--- config.mk ---
export PLATFORM = sky130hd
export DESIGN_NAME = fam_alarm_manager
export DESIGN_NICKNAME = d
export VERILOG_FILES = /design/src/core/fam_alarm_manager.v
export VERILOG_INCLUDE_DIRS = /design/src /design/src/core
export SDC_FILE = /design/constraint.sdc
export NUM_CORES = 1
export LEC_CHECK = 0
export BUFFER_PORTS_ARGS = -buffer_cell sky130_fd_sc_hd__buf_2
export CORE_MARGIN = 10
export CORE_UTILIZATION = 34
export DETAILED_ROUTE_END_ITERATION = 16
export PLACE_DENSITY = 0.48
export SETUP_SLACK_MARGIN = 0.5
export SYNTH_ARGS = -nofsm -noshare
export SYNTH_HDL_FRONTEND = slang
export SYNTH_SLANG_ARGS = --single-unit
--- constraint.sdc ---
create_clock -name i_clk_sys -period 8.5 [get_ports i_clk_sys]
set_clock_uncertainty 0.05 [all_clocks]
set_input_delay 1.275 -clock i_clk_sys [delete_from_list [all_inputs] [get_ports i_clk_sys]]
set_output_delay 1.275 -clock i_clk_sys [all_outputs]
set_load 0.05 [all_outputs]
--- src/core/fam_consts.vh ---
// Constants for the fan alarm manager: register numbers, alarm codes, timing
`ifndef FAM_CONSTS_VH
`define FAM_CONSTS_VH
// Register numbers
`define FAM_IR_FW_VER 16'h0000
`define FAM_IR_DRV_MODEL 16'h0001
`define FAM_IR_GROUP 16'h000A
`define FAM_IR_DETAIL 16'h0011
`define FAM_HR_GEN_RESET 16'h0000
`define FAM_HR_FIX_A 16'h0015
`define FAM_HR_FIX_B 16'h001E
`define FAM_HR_FIX_C 16'h0027
`define FAM_HR_FAN_MODEL 16'h002C
`define FAM_HR_OUT_FUNC 16'h002E
`define FAM_HR_FIX_D 16'h0032
`define FAM_HR_COMM_TMO 16'h0038
`define FAM_HR_INPUT_TYPE 16'h0040
// Register values
`define FAM_OUT_FUNC_ALARM 16'h0001
`define FAM_GEN_RESET_CMD 16'h0001
`define FAM_ZERO16 16'h0000
`define FAM_FAN_MODEL_RST 16'h0001
`define FAM_INPUT_TYPE_RST 16'h0000
// Alarm groups and details
`define FAM_GRP_NONE 8'h00
`define FAM_GRP_MEM 8'h01
`define FAM_GRP_SHORT 8'h02
`define FAM_GRP_SYNC 8'h03
`define FAM_GRP_MISC 8'h04
`define FAM_DET_NONE 8'h00
`define FAM_DET_VIN 8'h01
`define FAM_DET_OVP 8'h20
`define FAM_DET_UVP 8'h21
`define FAM_DET_RELAY 8'h22
`define FAM_DET_PH_U 8'h31
`define FAM_DET_PH_V 8'h32
`define FAM_DET_PH_W 8'h33
`define FAM_DET_ISTART 8'h34
`define FAM_DET_TEMP 8'h71
`define FAM_DET_COMM 8'hFF
// Power classes; only the top class blocks on repeated failed restarts
`define FAM_PWR_TOP 2'h3
`define FAM_SYNC_LAST 3'h4
// Edges a pin needs to cross the two-flop synchroniser
`define FAM_SYNC_DEPTH 2'h2
// Operating modes derived from the input type
`define FAM_MODE_OTHER 2'h0
`define FAM_MODE_ANALOG 2'h1
`define FAM_MODE_FIXED 2'h2
`define FAM_MODE_TEMP 2'h3
// Timing
`define FAM_CLK_HZ 32'h02625A00
`define FAM_RESTART_S 16'h0005
`endif

--- src/core/fam_alarm_manager.v ---
// Fan drive alarm manager: fault classing, alarm codes, alarm output, resets
`default_nettype none
`include "fam_consts.vh"

// Functional notes
// - Blocking alarm stops motor at once; stays stopped until reset or power loss.
// - Auto-restarting alarm raises indications, then restarts motor after several seconds.
// - Fault shown as group plus detail code; both zero means no fault.
// - Memory error is group 1, short circuit group 2; both blocking.
// - Loss of synchronism is group 3; auto-restarting on lower power classes.
// - Top power class blocks after four failed restarts following synchronism loss.
// - Input voltage out of range flagged only with motor stopped: 4/1, auto.
// - Bus overvoltage 4/32, undervoltage 4/33; both auto-restarting.
// - Input relay not closed is 4/34, auto-restarting.
// - Missing phase U, V, W gives 4/49, 4/50, 4/51; all blocking.
// - High start current 4/52 and overtemperature 4/113 auto; lost link 4/255 blocking.
// - Output function register set to 1 turns digital output into alarm output.
// - Alarm output low in normal running, high while any alarm is active.
// - Analog input types clear alarms when the reference falls to zero.
// - Fixed input types clear alarms when the four set registers are zero.
// - Temporary bus input types clear alarms by writing 1 to register 0.
// - Writing 1 to register 0 resets alarms in every operating mode.
// - Fan model code is presented in holding register 44.
// - Firmware version and driver model are read-only input registers 0 and 1.
// - Nonzero link timeout stops fan with alarm on expiry; zero disables it.
// - Thermal alarm clears itself once module temperature is back below threshold.
module fam_alarm_manager #(
   parameter [15:0] FW_VERSION = 16'h0100,   // Arbitrary value
   parameter [15:0] DRV_MODEL = 16'h00A5,    // Arbitrary value
   parameter [31:0] TICKS_PER_S = `FAM_CLK_HZ,
   parameter [15:0] RESTART_S = `FAM_RESTART_S
) (
   input wire i_clk_sys,
   input wire i_rst_b,
   input wire i_reg_wr,
   input wire i_reg_rd,
   input wire i_reg_is_input,
   input wire [15:0] i_reg_addr,
   input wire [15:0] i_reg_wdata,
   input wire i_flt_mem,
   input wire i_flt_short,
   input wire i_flt_sync,
   input wire i_flt_vin,
   input wire i_flt_ovp,
   input wire i_flt_uvp,
   input wire i_flt_relay,
   input wire [2:0] i_flt_phase,
   input wire i_flt_istart,
   input wire i_temp_hot,
   input wire i_motor_running,
   input wire i_ref_zero,
   input wire [1:0] i_power_class,
   output reg [15:0] o_reg_rdata,
   output reg o_reg_rack,
   output reg o_motor_stop,
   output reg o_restart,
   output reg o_alarm_active,
   output reg o_dout
);

   // ----------------------------------------------------------------
   // Local definitions
   // ----------------------------------------------------------------
   localparam [1:0] ST_RUN = 2'b00;
   localparam [1:0] ST_AUTO = 2'b01;
   localparam [1:0] ST_BLOCK = 2'b10;
   localparam NPIN = 16;

   // Picks the highest-priority active fault: {blocking, group, detail}
   function [16:0] fam_pick;
      input [12:0] f;
      begin
         if (f[0]) fam_pick = {1'b1, `FAM_GRP_MEM, `FAM_DET_NONE};
         else if (f[1]) fam_pick = {1'b1, `FAM_GRP_SHORT, `FAM_DET_NONE};
         else if (f[2]) fam_pick = {1'b1, `FAM_GRP_MISC, `FAM_DET_PH_U};
         else if (f[3]) fam_pick = {1'b1, `FAM_GRP_MISC, `FAM_DET_PH_V};
         else if (f[4]) fam_pick = {1'b1, `FAM_GRP_MISC, `FAM_DET_PH_W};
         else if (f[5]) fam_pick = {1'b1, `FAM_GRP_MISC, `FAM_DET_COMM};
         else if (f[6]) fam_pick = {1'b0, `FAM_GRP_SYNC, `FAM_DET_NONE};
         else if (f[7]) fam_pick = {1'b0, `FAM_GRP_MISC, `FAM_DET_VIN};
         else if (f[8]) fam_pick = {1'b0, `FAM_GRP_MISC, `FAM_DET_OVP};
         else if (f[9]) fam_pick = {1'b0, `FAM_GRP_MISC, `FAM_DET_UVP};
         else if (f[10]) fam_pick = {1'b0, `FAM_GRP_MISC, `FAM_DET_RELAY};
         else if (f[11]) fam_pick = {1'b0, `FAM_GRP_MISC, `FAM_DET_ISTART};
         else fam_pick = {1'b0, `FAM_GRP_MISC, `FAM_DET_TEMP};
      end
   endfunction

   // Maps a holding register number onto the fixed-mode set registers
   function [2:0] fam_fix_idx;
      input [15:0] a;
      begin
         if (a == `FAM_HR_FIX_A) fam_fix_idx = 3'b100;
         else if (a == `FAM_HR_FIX_B) fam_fix_idx = 3'b101;
         else if (a == `FAM_HR_FIX_C) fam_fix_idx = 3'b110;
         else if (a == `FAM_HR_FIX_D) fam_fix_idx = 3'b111;
         else fam_fix_idx = 3'b000;
      end
   endfunction

   // Operating mode from the input type register
   function [1:0] fam_mode;
      input [15:0] t;
      begin
         case (t)
            16'h0001, 16'h0004, 16'h0007, 16'h000A: fam_mode = `FAM_MODE_ANALOG;
            16'h0002, 16'h0006, 16'h0009, 16'h000C: fam_mode = `FAM_MODE_FIXED;
            16'h0000, 16'h0005, 16'h0008, 16'h000B: fam_mode = `FAM_MODE_TEMP;
            default: fam_mode = `FAM_MODE_OTHER;
         endcase
      end
   endfunction

   // ----------------------------------------------------------------
   // Pin synchronisers
   // ----------------------------------------------------------------
   wire [NPIN-1:0] pin_raw;
   reg [NPIN-1:0] pin_meta;
   reg [NPIN-1:0] pin_s;
   assign pin_raw = {i_power_class, i_ref_zero, i_motor_running, i_temp_hot, i_flt_istart,
                     i_flt_relay, i_flt_uvp, i_flt_ovp, i_flt_vin, i_flt_sync, i_flt_phase,
                     i_flt_short, i_flt_mem};

   // Two stages per pin; only the second stage feeds logic
   genvar gi;
   generate
      for (gi = 0; gi < NPIN; gi = gi + 1) begin : g_sync
         always @(posedge i_clk_sys or negedge i_rst_b) begin
            if (!i_rst_b) begin
               pin_meta[gi] <= 1'b0;
               pin_s[gi] <= 1'b0;
            end else begin
               pin_meta[gi] <= pin_raw[gi];
               pin_s[gi] <= pin_meta[gi];
            end
         end
      end
   endgenerate

   wire motor_running_s = pin_s[12];
   wire ref_zero_s = pin_s[13];
   wire temp_hot_s = pin_s[11];

   // ----------------------------------------------------------------
   // Registers
   // ----------------------------------------------------------------
   reg [15:0] fan_model;
   reg [15:0] out_func;
   reg [15:0] comm_tmo;
   reg [15:0] input_type;
   reg [15:0] fix_reg [0:3];
   reg [7:0] grp_code;
   reg [7:0] det_code;
   reg [1:0] state;
   reg [1:0] pwr_class;
   reg class_taken;
   reg gen_reset;
   reg fix_clear;
   wire [2:0] wr_fix = fam_fix_idx(i_reg_addr);
   wire hr_wr = i_reg_wr & ~i_reg_is_input;
   wire [1:0] mode = fam_mode(input_type);
   integer k;

   // Holding register writes; fan model and set registers are plain storage
   always @(posedge i_clk_sys or negedge i_rst_b) begin
      if (!i_rst_b) begin
         fan_model <= `FAM_FAN_MODEL_RST;
         out_func <= `FAM_ZERO16;
         comm_tmo <= `FAM_ZERO16;
         input_type <= `FAM_INPUT_TYPE_RST;
         for (k = 0; k < 4; k = k + 1) begin
            fix_reg[k] <= `FAM_ZERO16;
         end
      end else if (hr_wr) begin
         if (i_reg_addr == `FAM_HR_FAN_MODEL) begin
            fan_model <= i_reg_wdata;
         end else if (i_reg_addr == `FAM_HR_OUT_FUNC) begin
            out_func <= i_reg_wdata;
         end else if (i_reg_addr == `FAM_HR_COMM_TMO) begin
            comm_tmo <= i_reg_wdata;
         end else if (i_reg_addr == `FAM_HR_INPUT_TYPE) begin
            input_type <= i_reg_wdata;
         end else if (wr_fix[2]) begin
            fix_reg[wr_fix[1:0]] <= i_reg_wdata;
         end
      end
   end

   // Reset commands are one-cycle pulses; register 0 reads back as zero
   reg others_zero;
   integer j;
   always @* begin
      others_zero = 1'b1;
      for (j = 0; j < 4; j = j + 1) begin
         if ((j != wr_fix[1:0]) && (fix_reg[j] != `FAM_ZERO16)) others_zero = 1'b0;
      end
   end

   always @(posedge i_clk_sys or negedge i_rst_b) begin
      if (!i_rst_b) begin
         gen_reset <= 1'b0;
         fix_clear <= 1'b0;
      end else begin
         gen_reset <= hr_wr && (i_reg_addr == `FAM_HR_GEN_RESET) &&
                      (i_reg_wdata == `FAM_GEN_RESET_CMD);
         fix_clear <= hr_wr && wr_fix[2] && (i_reg_wdata == `FAM_ZERO16) &&
                      others_zero && (mode == `FAM_MODE_FIXED);
      end
   end

   // Read port: answer one cycle after the request, unmapped reads give zero
   always @(posedge i_clk_sys or negedge i_rst_b) begin
      if (!i_rst_b) begin
         o_reg_rdata <= `FAM_ZERO16;
         o_reg_rack <= 1'b0;
      end else begin
         o_reg_rack <= i_reg_rd;
         if (i_reg_rd) begin
            if (i_reg_is_input) begin
               if (i_reg_addr == `FAM_IR_FW_VER) o_reg_rdata <= FW_VERSION;
               else if (i_reg_addr == `FAM_IR_DRV_MODEL) o_reg_rdata <= DRV_MODEL;
               else if (i_reg_addr == `FAM_IR_GROUP) o_reg_rdata <= {8'h00, grp_code};
               else if (i_reg_addr == `FAM_IR_DETAIL) o_reg_rdata <= {8'h00, det_code};
               else o_reg_rdata <= `FAM_ZERO16;
            end else begin
               if (i_reg_addr == `FAM_HR_FAN_MODEL) o_reg_rdata <= fan_model;
               else if (i_reg_addr == `FAM_HR_OUT_FUNC) o_reg_rdata <= out_func;
               else if (i_reg_addr == `FAM_HR_COMM_TMO) o_reg_rdata <= comm_tmo;
               else if (i_reg_addr == `FAM_HR_INPUT_TYPE) o_reg_rdata <= input_type;
               else if (wr_fix[2]) o_reg_rdata <= fix_reg[wr_fix[1:0]];
               else o_reg_rdata <= `FAM_ZERO16;
            end
         end
      end
   end

   // ----------------------------------------------------------------
   // Second tick and link watchdog
   // ----------------------------------------------------------------
   reg [31:0] tick_cnt;
   reg tick_s;
   reg [15:0] wd_cnt;
   reg comm_lost;

   // One-cycle enable per second feeds both the watchdog and restart delay
   always @(posedge i_clk_sys or negedge i_rst_b) begin
      if (!i_rst_b) begin
         tick_cnt <= 32'h00000000;
         tick_s <= 1'b0;
      end else if (tick_cnt >= TICKS_PER_S - 32'h00000001) begin
         tick_cnt <= 32'h00000000;
         tick_s <= 1'b1;
      end else begin
         tick_cnt <= tick_cnt + 32'h00000001;
         tick_s <= 1'b0;
      end
   end

   // Any access by the master restarts the watchdog; zero timeout disables it
   always @(posedge i_clk_sys or negedge i_rst_b) begin
      if (!i_rst_b) begin
         wd_cnt <= `FAM_ZERO16;
         comm_lost <= 1'b0;
      end else if (i_reg_wr || i_reg_rd || comm_tmo == `FAM_ZERO16) begin
         wd_cnt <= `FAM_ZERO16;
         comm_lost <= 1'b0;
      end else if (tick_s && !comm_lost) begin
         if (wd_cnt + 16'h0001 >= comm_tmo) comm_lost <= 1'b1;
         wd_cnt <= wd_cnt + 16'h0001;
      end
   end

   // ----------------------------------------------------------------
   // Alarm state machine
   // ----------------------------------------------------------------
   // Input voltage fault only counts while the motor is stopped
   wire vin_flt = pin_s[6] & ~motor_running_s;
   wire [12:0] faults = {temp_hot_s, pin_s[10], pin_s[9], pin_s[8], pin_s[7], vin_flt,
                         pin_s[5], comm_lost, pin_s[4], pin_s[3], pin_s[2], pin_s[1], pin_s[0]};
   wire [16:0] pick = fam_pick(faults);
   wire any_fault = |faults;
   wire is_sync = (pick[15:8] == `FAM_GRP_SYNC);
   wire analog_clear = (mode == `FAM_MODE_ANALOG) & ref_zero_s;
   wire clear_req = gen_reset | fix_clear | analog_clear;
   wire is_temp = (grp_code == `FAM_GRP_MISC) && (det_code == `FAM_DET_TEMP);
   reg [2:0] sync_fails;
   reg [15:0] wait_s;
   reg [1:0] strap_cnt;

   // Strap the power class once the synchroniser has filled; its reset zeros are no strap
   always @(posedge i_clk_sys or negedge i_rst_b) begin
      if (!i_rst_b) begin
         pwr_class <= 2'h0;
         class_taken <= 1'b0;
         strap_cnt <= 2'h0;
      end else if (!class_taken) begin
         if (strap_cnt == `FAM_SYNC_DEPTH) begin
            pwr_class <= pin_s[15:14];
            class_taken <= 1'b1;
         end else begin
            strap_cnt <= strap_cnt + 2'h1;
         end
      end
   end

   // Codes latch on the first fault; a blocking fault in a restart wait replaces them; cleared when the alarm is left
   always @(posedge i_clk_sys or negedge i_rst_b) begin
      if (!i_rst_b) begin
         state <= ST_RUN;
         grp_code <= `FAM_GRP_NONE;
         det_code <= `FAM_DET_NONE;
         sync_fails <= 3'h0;
         wait_s <= `FAM_ZERO16;
         o_motor_stop <= 1'b0;
         o_restart <= 1'b0;
         o_alarm_active <= 1'b0;
      end else begin
         o_restart <= 1'b0;
         case (state)
            ST_RUN: begin
               // A fault seen with a clear in flight still latches: set wins
               if (any_fault && class_taken) begin
                  grp_code <= pick[15:8];
                  det_code <= pick[7:0];
                  o_motor_stop <= 1'b1;
                  o_alarm_active <= 1'b1;
                  wait_s <= `FAM_ZERO16;
                  if (is_sync) sync_fails <= sync_fails + 3'h1;
                  if (pick[16]) begin
                     state <= ST_BLOCK;
                  end else if (is_sync && pwr_class == `FAM_PWR_TOP && sync_fails >= `FAM_SYNC_LAST) begin
                     state <= ST_BLOCK;
                  end else begin
                     state <= ST_AUTO;
                  end
               end
            end
            ST_AUTO: begin
               if (any_fault && pick[16]) begin
                  // A blocking fault overrides a pending restart
                  grp_code <= pick[15:8];
                  det_code <= pick[7:0];
                  state <= ST_BLOCK;
               end else if (clear_req) begin
                  state <= ST_RUN;
                  grp_code <= `FAM_GRP_NONE;
                  det_code <= `FAM_DET_NONE;
                  sync_fails <= 3'h0;
                  o_motor_stop <= 1'b0;
                  o_alarm_active <= 1'b0;
                  o_restart <= 1'b1;
               end else if (is_temp) begin
                  if (!temp_hot_s) begin
                     state <= ST_RUN;
                     grp_code <= `FAM_GRP_NONE;
                     det_code <= `FAM_DET_NONE;
                     o_motor_stop <= 1'b0;
                     o_alarm_active <= 1'b0;
                     o_restart <= 1'b1;
                  end
               end else if (tick_s) begin
                  if (wait_s + 16'h0001 >= RESTART_S) begin
                     state <= ST_RUN;
                     grp_code <= `FAM_GRP_NONE;
                     det_code <= `FAM_DET_NONE;
                     o_motor_stop <= 1'b0;
                     o_alarm_active <= 1'b0;
                     o_restart <= 1'b1;
                  end
                  wait_s <= wait_s + 16'h0001;
               end
            end
            ST_BLOCK: begin
               // Only a reset action leaves; a power cycle is the chip reset
               if (clear_req) begin
                  state <= ST_RUN;
                  grp_code <= `FAM_GRP_NONE;
                  det_code <= `FAM_DET_NONE;
                  sync_fails <= 3'h0;
                  o_motor_stop <= 1'b0;
                  o_alarm_active <= 1'b0;
                  o_restart <= 1'b1;
               end
            end
            default: begin
               state <= ST_RUN;
            end
         endcase
      end
   end

   // ----------------------------------------------------------------
   // Digital output
   // ----------------------------------------------------------------
   // Other output functions belong to the speed logic; here they read low
   always @(posedge i_clk_sys or negedge i_rst_b) begin
      if (!i_rst_b) begin
         o_dout <= 1'b0;
      end else begin
         o_dout <= (out_func == `FAM_OUT_FUNC_ALARM) && (state != ST_RUN);
      end
   end

endmodule // fam_alarm_manager
`default_nettype wire

=== After elaboration in Yosys (flattened, before gate mapping) ===
Memory sizes are Yosys's and may differ from the RTL's.
Index checks and enable logic that the tools add are counted.

* $add $sub $neg: 5
* $lt $le $gt $ge: 6
* Equality and inequality tests: 38
* Mux-type cells: 97
* Bitwise operators: 14
* Reductions and logical operators: 50

{| class="wikitable"
|+ Operators by type and width
! kind !! count
|-
| 2-to-1 mux 16 bit || 16
|-
| 2-to-1 mux 8 bit || 13
|-
| 2-to-1 mux 17 bit || 6
|-
| == test 16 x 6 -> 1 bit (second input constant) || 5
|-
| bitwise mux 64 bit || 1
|-
| nonzero test 16 bit || 4
|-
| == test 16 x 1 -> 1 bit (second input constant) || 3
|-
| == test 16 x 5 -> 1 bit (second input constant) || 3
|-
| logical NOT 16 bit || 3
|-
| case mux 8 bit (3 select lines) || 2
|-
| 2-to-1 mux 7 bit || 5
|-
| adder 16 x 1 -> 16 bit (second input constant) || 2
|-
| adder 32 x 1 -> 32 bit (second input constant) || 1
|-
| binary-select mux 16 bit (select 2 bit) || 1
|-
| demux 16 bit (select 2 bit) || 1
|-
| greater-or-equal comparator 32 x 26 -> 1 bit (second input constant) || 1
|-
| 2-to-1 mux 32 bit || 1
|-
| case mux 16 bit (2 select lines) || 1
|-
| 2-to-1 mux 1 bit || 25
|-
| 2-to-1 mux 3 bit || 8
|-
| 2-to-1 mux 2 bit || 11
|-
| logical AND 1 bit || 18
|-
| AND reduction 6 bit || 3
|-
| == test 16 x 4 -> 1 bit (second input constant) || 1
|-
| 39 further kinds || 75
|}

* Register bits: 274
* ROM bits: 32
* Output and inout port bits: 21
* Memories: 1

{| class="wikitable"
|+ Memory list
! memory !! depth !! bits a word !! read ports !! clocked after Yosys merged registers in !! write ports !! line !! text
|-
| (name not given) || 16 || 2 || 1 || 0 || 0 || fam_alarm_manager.v:105 || <nowiki>case (t)</nowiki>
|}

=== Depth between registers and ports, before layout ===
* Depth after elaboration: 19
* Depth in mapped cells: 13
* Mapped depth without buffers: 12

=== Worst setup path after synthesis ===
OpenSTA, ideal clock, no wires.

* Path type: input -> register
* Start point: input port i_reg_addr[9]
* End point: register fix_reg[54] in the netlist's numbering
* Arrival time: 3.173 ns
* Required time: 8.325 ns
* Path slack: 5.152 ns
* Cell stages on the path: 7
* Buffers on the path: 2
* Path through: nor4_1 > and2_1 > buf_2 > nand3_1 > nor3_2 > buf_4 > mux2_2

* Longest elaborated chain between the ends: 11
* Elaborated cells between the ends (all ways): 24

{| class="wikitable"
|+ Ends and longest elaborated chain
! item !! line !! text
|-
| start: declaration || fam_alarm_manager.v:38 || <nowiki>input wire [15:0] i_reg_addr,</nowiki>
|-
| == test 16 x 6 -> 1 bit (no line) || - ||
|-
| 2-to-1 mux 3 bit || fam_alarm_manager.v:96 || <nowiki>else if (a == `FAM_HR_FIX_D) fam_fix_idx = 3'b111;</nowiki>
|-
| 2-to-1 mux 3 bit || fam_alarm_manager.v:95 || <nowiki>else if (a == `FAM_HR_FIX_C) fam_fix_idx = 3'b110;</nowiki>
|-
| 2-to-1 mux 3 bit || fam_alarm_manager.v:94 || <nowiki>else if (a == `FAM_HR_FIX_B) fam_fix_idx = 3'b101;</nowiki>
|-
| 2-to-1 mux 3 bit || fam_alarm_manager.v:93 || <nowiki>if (a == `FAM_HR_FIX_A) fam_fix_idx = 3'b100;</nowiki>
|-
| inverter 2 -> 3 bit (not written as such) || fam_alarm_manager.v:184 || <nowiki>fix_reg[wr_fix[1:0]] <= i_reg_wdata;</nowiki>
|-
| greater-or-equal comparator 3 bit (not written as such) / less-than comparator 3 x 1 -> 1 bit (equally long branches) || fam_alarm_manager.v:184 ||
|-
| logical AND 1 bit (not written as such) || fam_alarm_manager.v:184 ||
|-
| 2-to-1 mux 16 bit (not written as such) || fam_alarm_manager.v:184 ||
|-
| demux 16 bit (select 2 bit) || fam_alarm_manager.v:184 ||
|-
| bitwise mux 64 bit || fam_alarm_manager.v:184 ||
|-
| end signal: indexed assignment || fam_alarm_manager.v:172 || <nowiki>fix_reg[k] <= `FAM_ZERO16;</nowiki>
|-
| end signal: indexed assignment || fam_alarm_manager.v:184 ||
|-
| end: declaration || fam_alarm_manager.v:151 || <nowiki>reg [15:0] fix_reg [0:3];</nowiki>
|}

Parallel ways exist; a longest one is shown, timed or not.
A chain may end at the register's enable or synchronous reset.

=== Worst setup path after layout ===
* Start point: input port i_reg_addr[9]
* End point: register input_type[3]

* Longest elaborated chain between the ends: 3
* Elaborated cells between the ends (all ways): 8

{| class="wikitable"
|+ Ends and longest elaborated chain
! item !! line !! text
|-
| == test 16 x 6 -> 1 bit (no line) || - ||
|-
| inverter 1 bit (no line) || - ||
|-
| AND reduction 5 bit (no line) * || - ||
|-
| end signal: assignment || fam_alarm_manager.v:170 || <nowiki>input_type <= `FAM_INPUT_TYPE_RST;</nowiki>
|-
| end signal: assignment || fam_alarm_manager.v:182 || <nowiki>input_type <= i_reg_wdata;</nowiki>
|-
| end: declaration || fam_alarm_manager.v:150 || <nowiki>reg [15:0] input_type;</nowiki>
|}

Mark *: on every way between the ends. The rest lies on a longest branch, timed or not.

==> metrics.txt <==
run status=completed; Syn Area/Cell=~11 sq um; Non-Filler Instances=roughly 1,800; clock period minus worst slack=4065 ps; Final period util=0.4782; die extent in x=between 200 and 250 um; WP data required=a little under 9000 ps; die height=roughly 220 um; CP arrival=approximately 4500 ps; # IOs=74; All-Layer GR Usage=0.1483; max reg flops=64; GRT overflow=0; Placer Congestion=between 0.8 and 0.9; worst vdd ir=about 0.17 mV; met3 Use GR=0.02732; Post-Place Cells=1,764; Peak Freq=roughly 250 MHz; final setup vio count=0; Hold Vio Cnt, Final=0; type of the worst setup path=primary input to flip-flop; Root Buffer=clkbuf_16; initial DRC count=around 700; Syn Std Cell Area=around 13,000 sq um; Yosys warnings=0; Post-CTS Setup Inserts=0; gr busiest metal=met2; Starting Density=0.3428; CTS clk-pin slew, worst paths=roughly 60 ps; drt pass-1 iters=6; Post-Synthesis Cells=roughly 1,200; RSZ-0062 raised after global routing=no; Post-synth EDFFs=0; wire per inst=19.52 um; final setup TNS=0 ps; Worst Tran Pin Value=about 1300 ps; Max Cap Viol=0; row count=between 70 and 80; initial antenna violation count=3; CTS Buffer Depth=3; sequential-to-total area share from yosys stat=0.5075; H-Tree Depth=1; number of global-route vias before repair=between 9,000 and 10,000; WL final=around 36,000 um; Slew HR=0.1427; Worst setup SP type=primary input; grt met1 use=0.2076; share of flip-flops with an asynchronous set or reset=1.000; share of post-route cells with drive strength above 1=0.2206; drt drc=0; Synth Flop Type=dfrtp_1; cts hold-fix bufs=0; crit end category=flip-flop; DR vias=9,616; Lkg Pwr=just under 0.007 uW; core area=between 30,000 and 40,000 sq um; die area=between 40,000 and 50,000 sq um; Num CTS Buffers=30; worst-path fanout max=18; synthesis-stage register bit count=roughly 270; largest net degree at the start of global routing=about 70; first-pass GRT wire length=between 50,000 and 60,000 um; area delta synth->final=14.46%; TritonCTS clock tree=yes; Slew Limit Fails=0; final net count=approximately 1,400; Port Buf Inserts=73; worst hold path type=flip-flop to flip-flop; Post-DP HPWL=between 20,000 and 30,000 um; Cell Pwr Density=between 150 and 200 nW/um^2; CTS sink cnt=268; Clock Latency Late Sink=580 ps; antenna-violating nets left=0; # resized after CTS=0; vias per cell=roughly 5.3; M2 GR Usage=0.2278; Synth cell types=83
-- cell usage in the layout (no fill, tap or decap), types with 11 or more instances in the layout --
| cell type | n |
|---|---|
| clkbuf_8 | 11 |
| nand4_1 | 22 |
| mux2i_1 | 24 |
| a21oi_1 | 34 |
| xnor2_1 | 30 |
| nor2_1 | 105 |
| nand3_1 | 43 |
| clkbuf_16 | 31 |
| a22oi_1 | 21 |
| nor3_1 | 15 |
| o21ai_0 | 56 |
| mux2_2 | 124 |
| o211ai_1 | 11 |
| buf_2 | 72 |
| a22o_1 | 14 |
| inv_1 | 44 |
| dfrtp_1 | 267 |
| nor4_1 | 42 |
| and3_1 | 23 |
| ha_1 | 29 |
| xor2_1 | 23 |
| nand2_1 | 88 |
-- cells by family after synthesis --
kind of cell / Yosys count / synth area share
and+or+nand+nor: 402 / 0.1579
DFF: 268 / 0.5075
AOI/OAI and AO/OA: 212 / 0.1114
muxes: 150 / 0.1261
buffers and inverters: 103 / 0.03427
xor gates and xnor gates: 53 / 0.03512
adders and majority gates: 29 / 0.02745
other: 1 / 0.0002837
-- Yosys cell counts, types with 21 or more instances --
cell type | number | share of area
and3_1 | 23 | 0.011
clkbuf_1 | 27 | 0.0077
ha_1 | 29 | 0.027
inv_1 | 44 | 0.012
nand4_1 | 22 | 0.010
buf_2 | 24 | 0.0091
nor4_1 | 42 | 0.020
nand3_1 | 43 | 0.016
o21ai_0 | 56 | 0.021
a22oi_1 | 21 | 0.012
dfrtp_1 | 267 | 0.51
mux2_2 | 124 | 0.11
mux2i_1 | 24 | 0.018
xnor2_1 | 30 | 0.020
xor2_1 | 23 | 0.015
nand2_1 | 88 | 0.025
a21oi_1 | 35 | 0.013
nor2_1 | 105 | 0.030
-- critical path: stages --
cell     delay, ps
buf_2          100
nor4_1         460
and4_1         330
and4_1         730
nor3b_2       1130
mux2_2         430
-- layer usage --
metal	vias to the layer above	share of wire
met3	56	0.058
met1	4791	0.48
met4	0	0.025
met2	227	0.44
met5	-	0
li1	4542	-
-- cell type report --
class / instances / area, sq um
well taps: 518 / 648.1
inverters: 44 / 165.2
diodes: 3 / 7.507
repair buffers: 82 / 442.9
multi-input cells: 852 / 6093
fillers: 3849 / 23430
clock inverters: 8 / 117.6
flip-flops and latches: 268 / 6708
clock buffers: 47 / 945.9
-- through the flow --
step,worst slack (ps),area [sq um],util,hold slack [ps],total power [uW]
after global placement,3969,14060,0.3646,282.2,1653
final,4435,15130,0.3924,296.7,3003
after floorplan,5152,13240,-,281.2,1548
after CTS,4497,15120,0.3922,298.1,3047
after detailed placement,3916,14060,0.3646,284.7,1654
after global routing,4209,15120,0.3922,306.1,3129
-- worst paths after layout --
kind	from	end	slack, ps	cells past startpoint
min in group asynchronous	i_rst_b	tick_cnt[7]	630	1
max reg2reg	wd_cnt[0]	comm_lost	5180	12
min	pin_meta[7]	faults[8]	300	0
max in group asynchronous	i_rst_b	tick_s	6410	2
max	i_reg_addr[9]	input_type[3]	4430	6
min reg2reg	pin_meta[7]	faults[8]	300	0
-- report_power, final --
| group | switching, uW | internal [uW] | total, uW |
|---|---|---|---|
| logic | 187 | 98.6 | 286 |
| clock network | 528 | 848 | 1380 |
| registers | 27.3 | 1310 | 1340 |
| total | 743 | 2260 | 3000 |
Power figures use the tool's default switching activity.
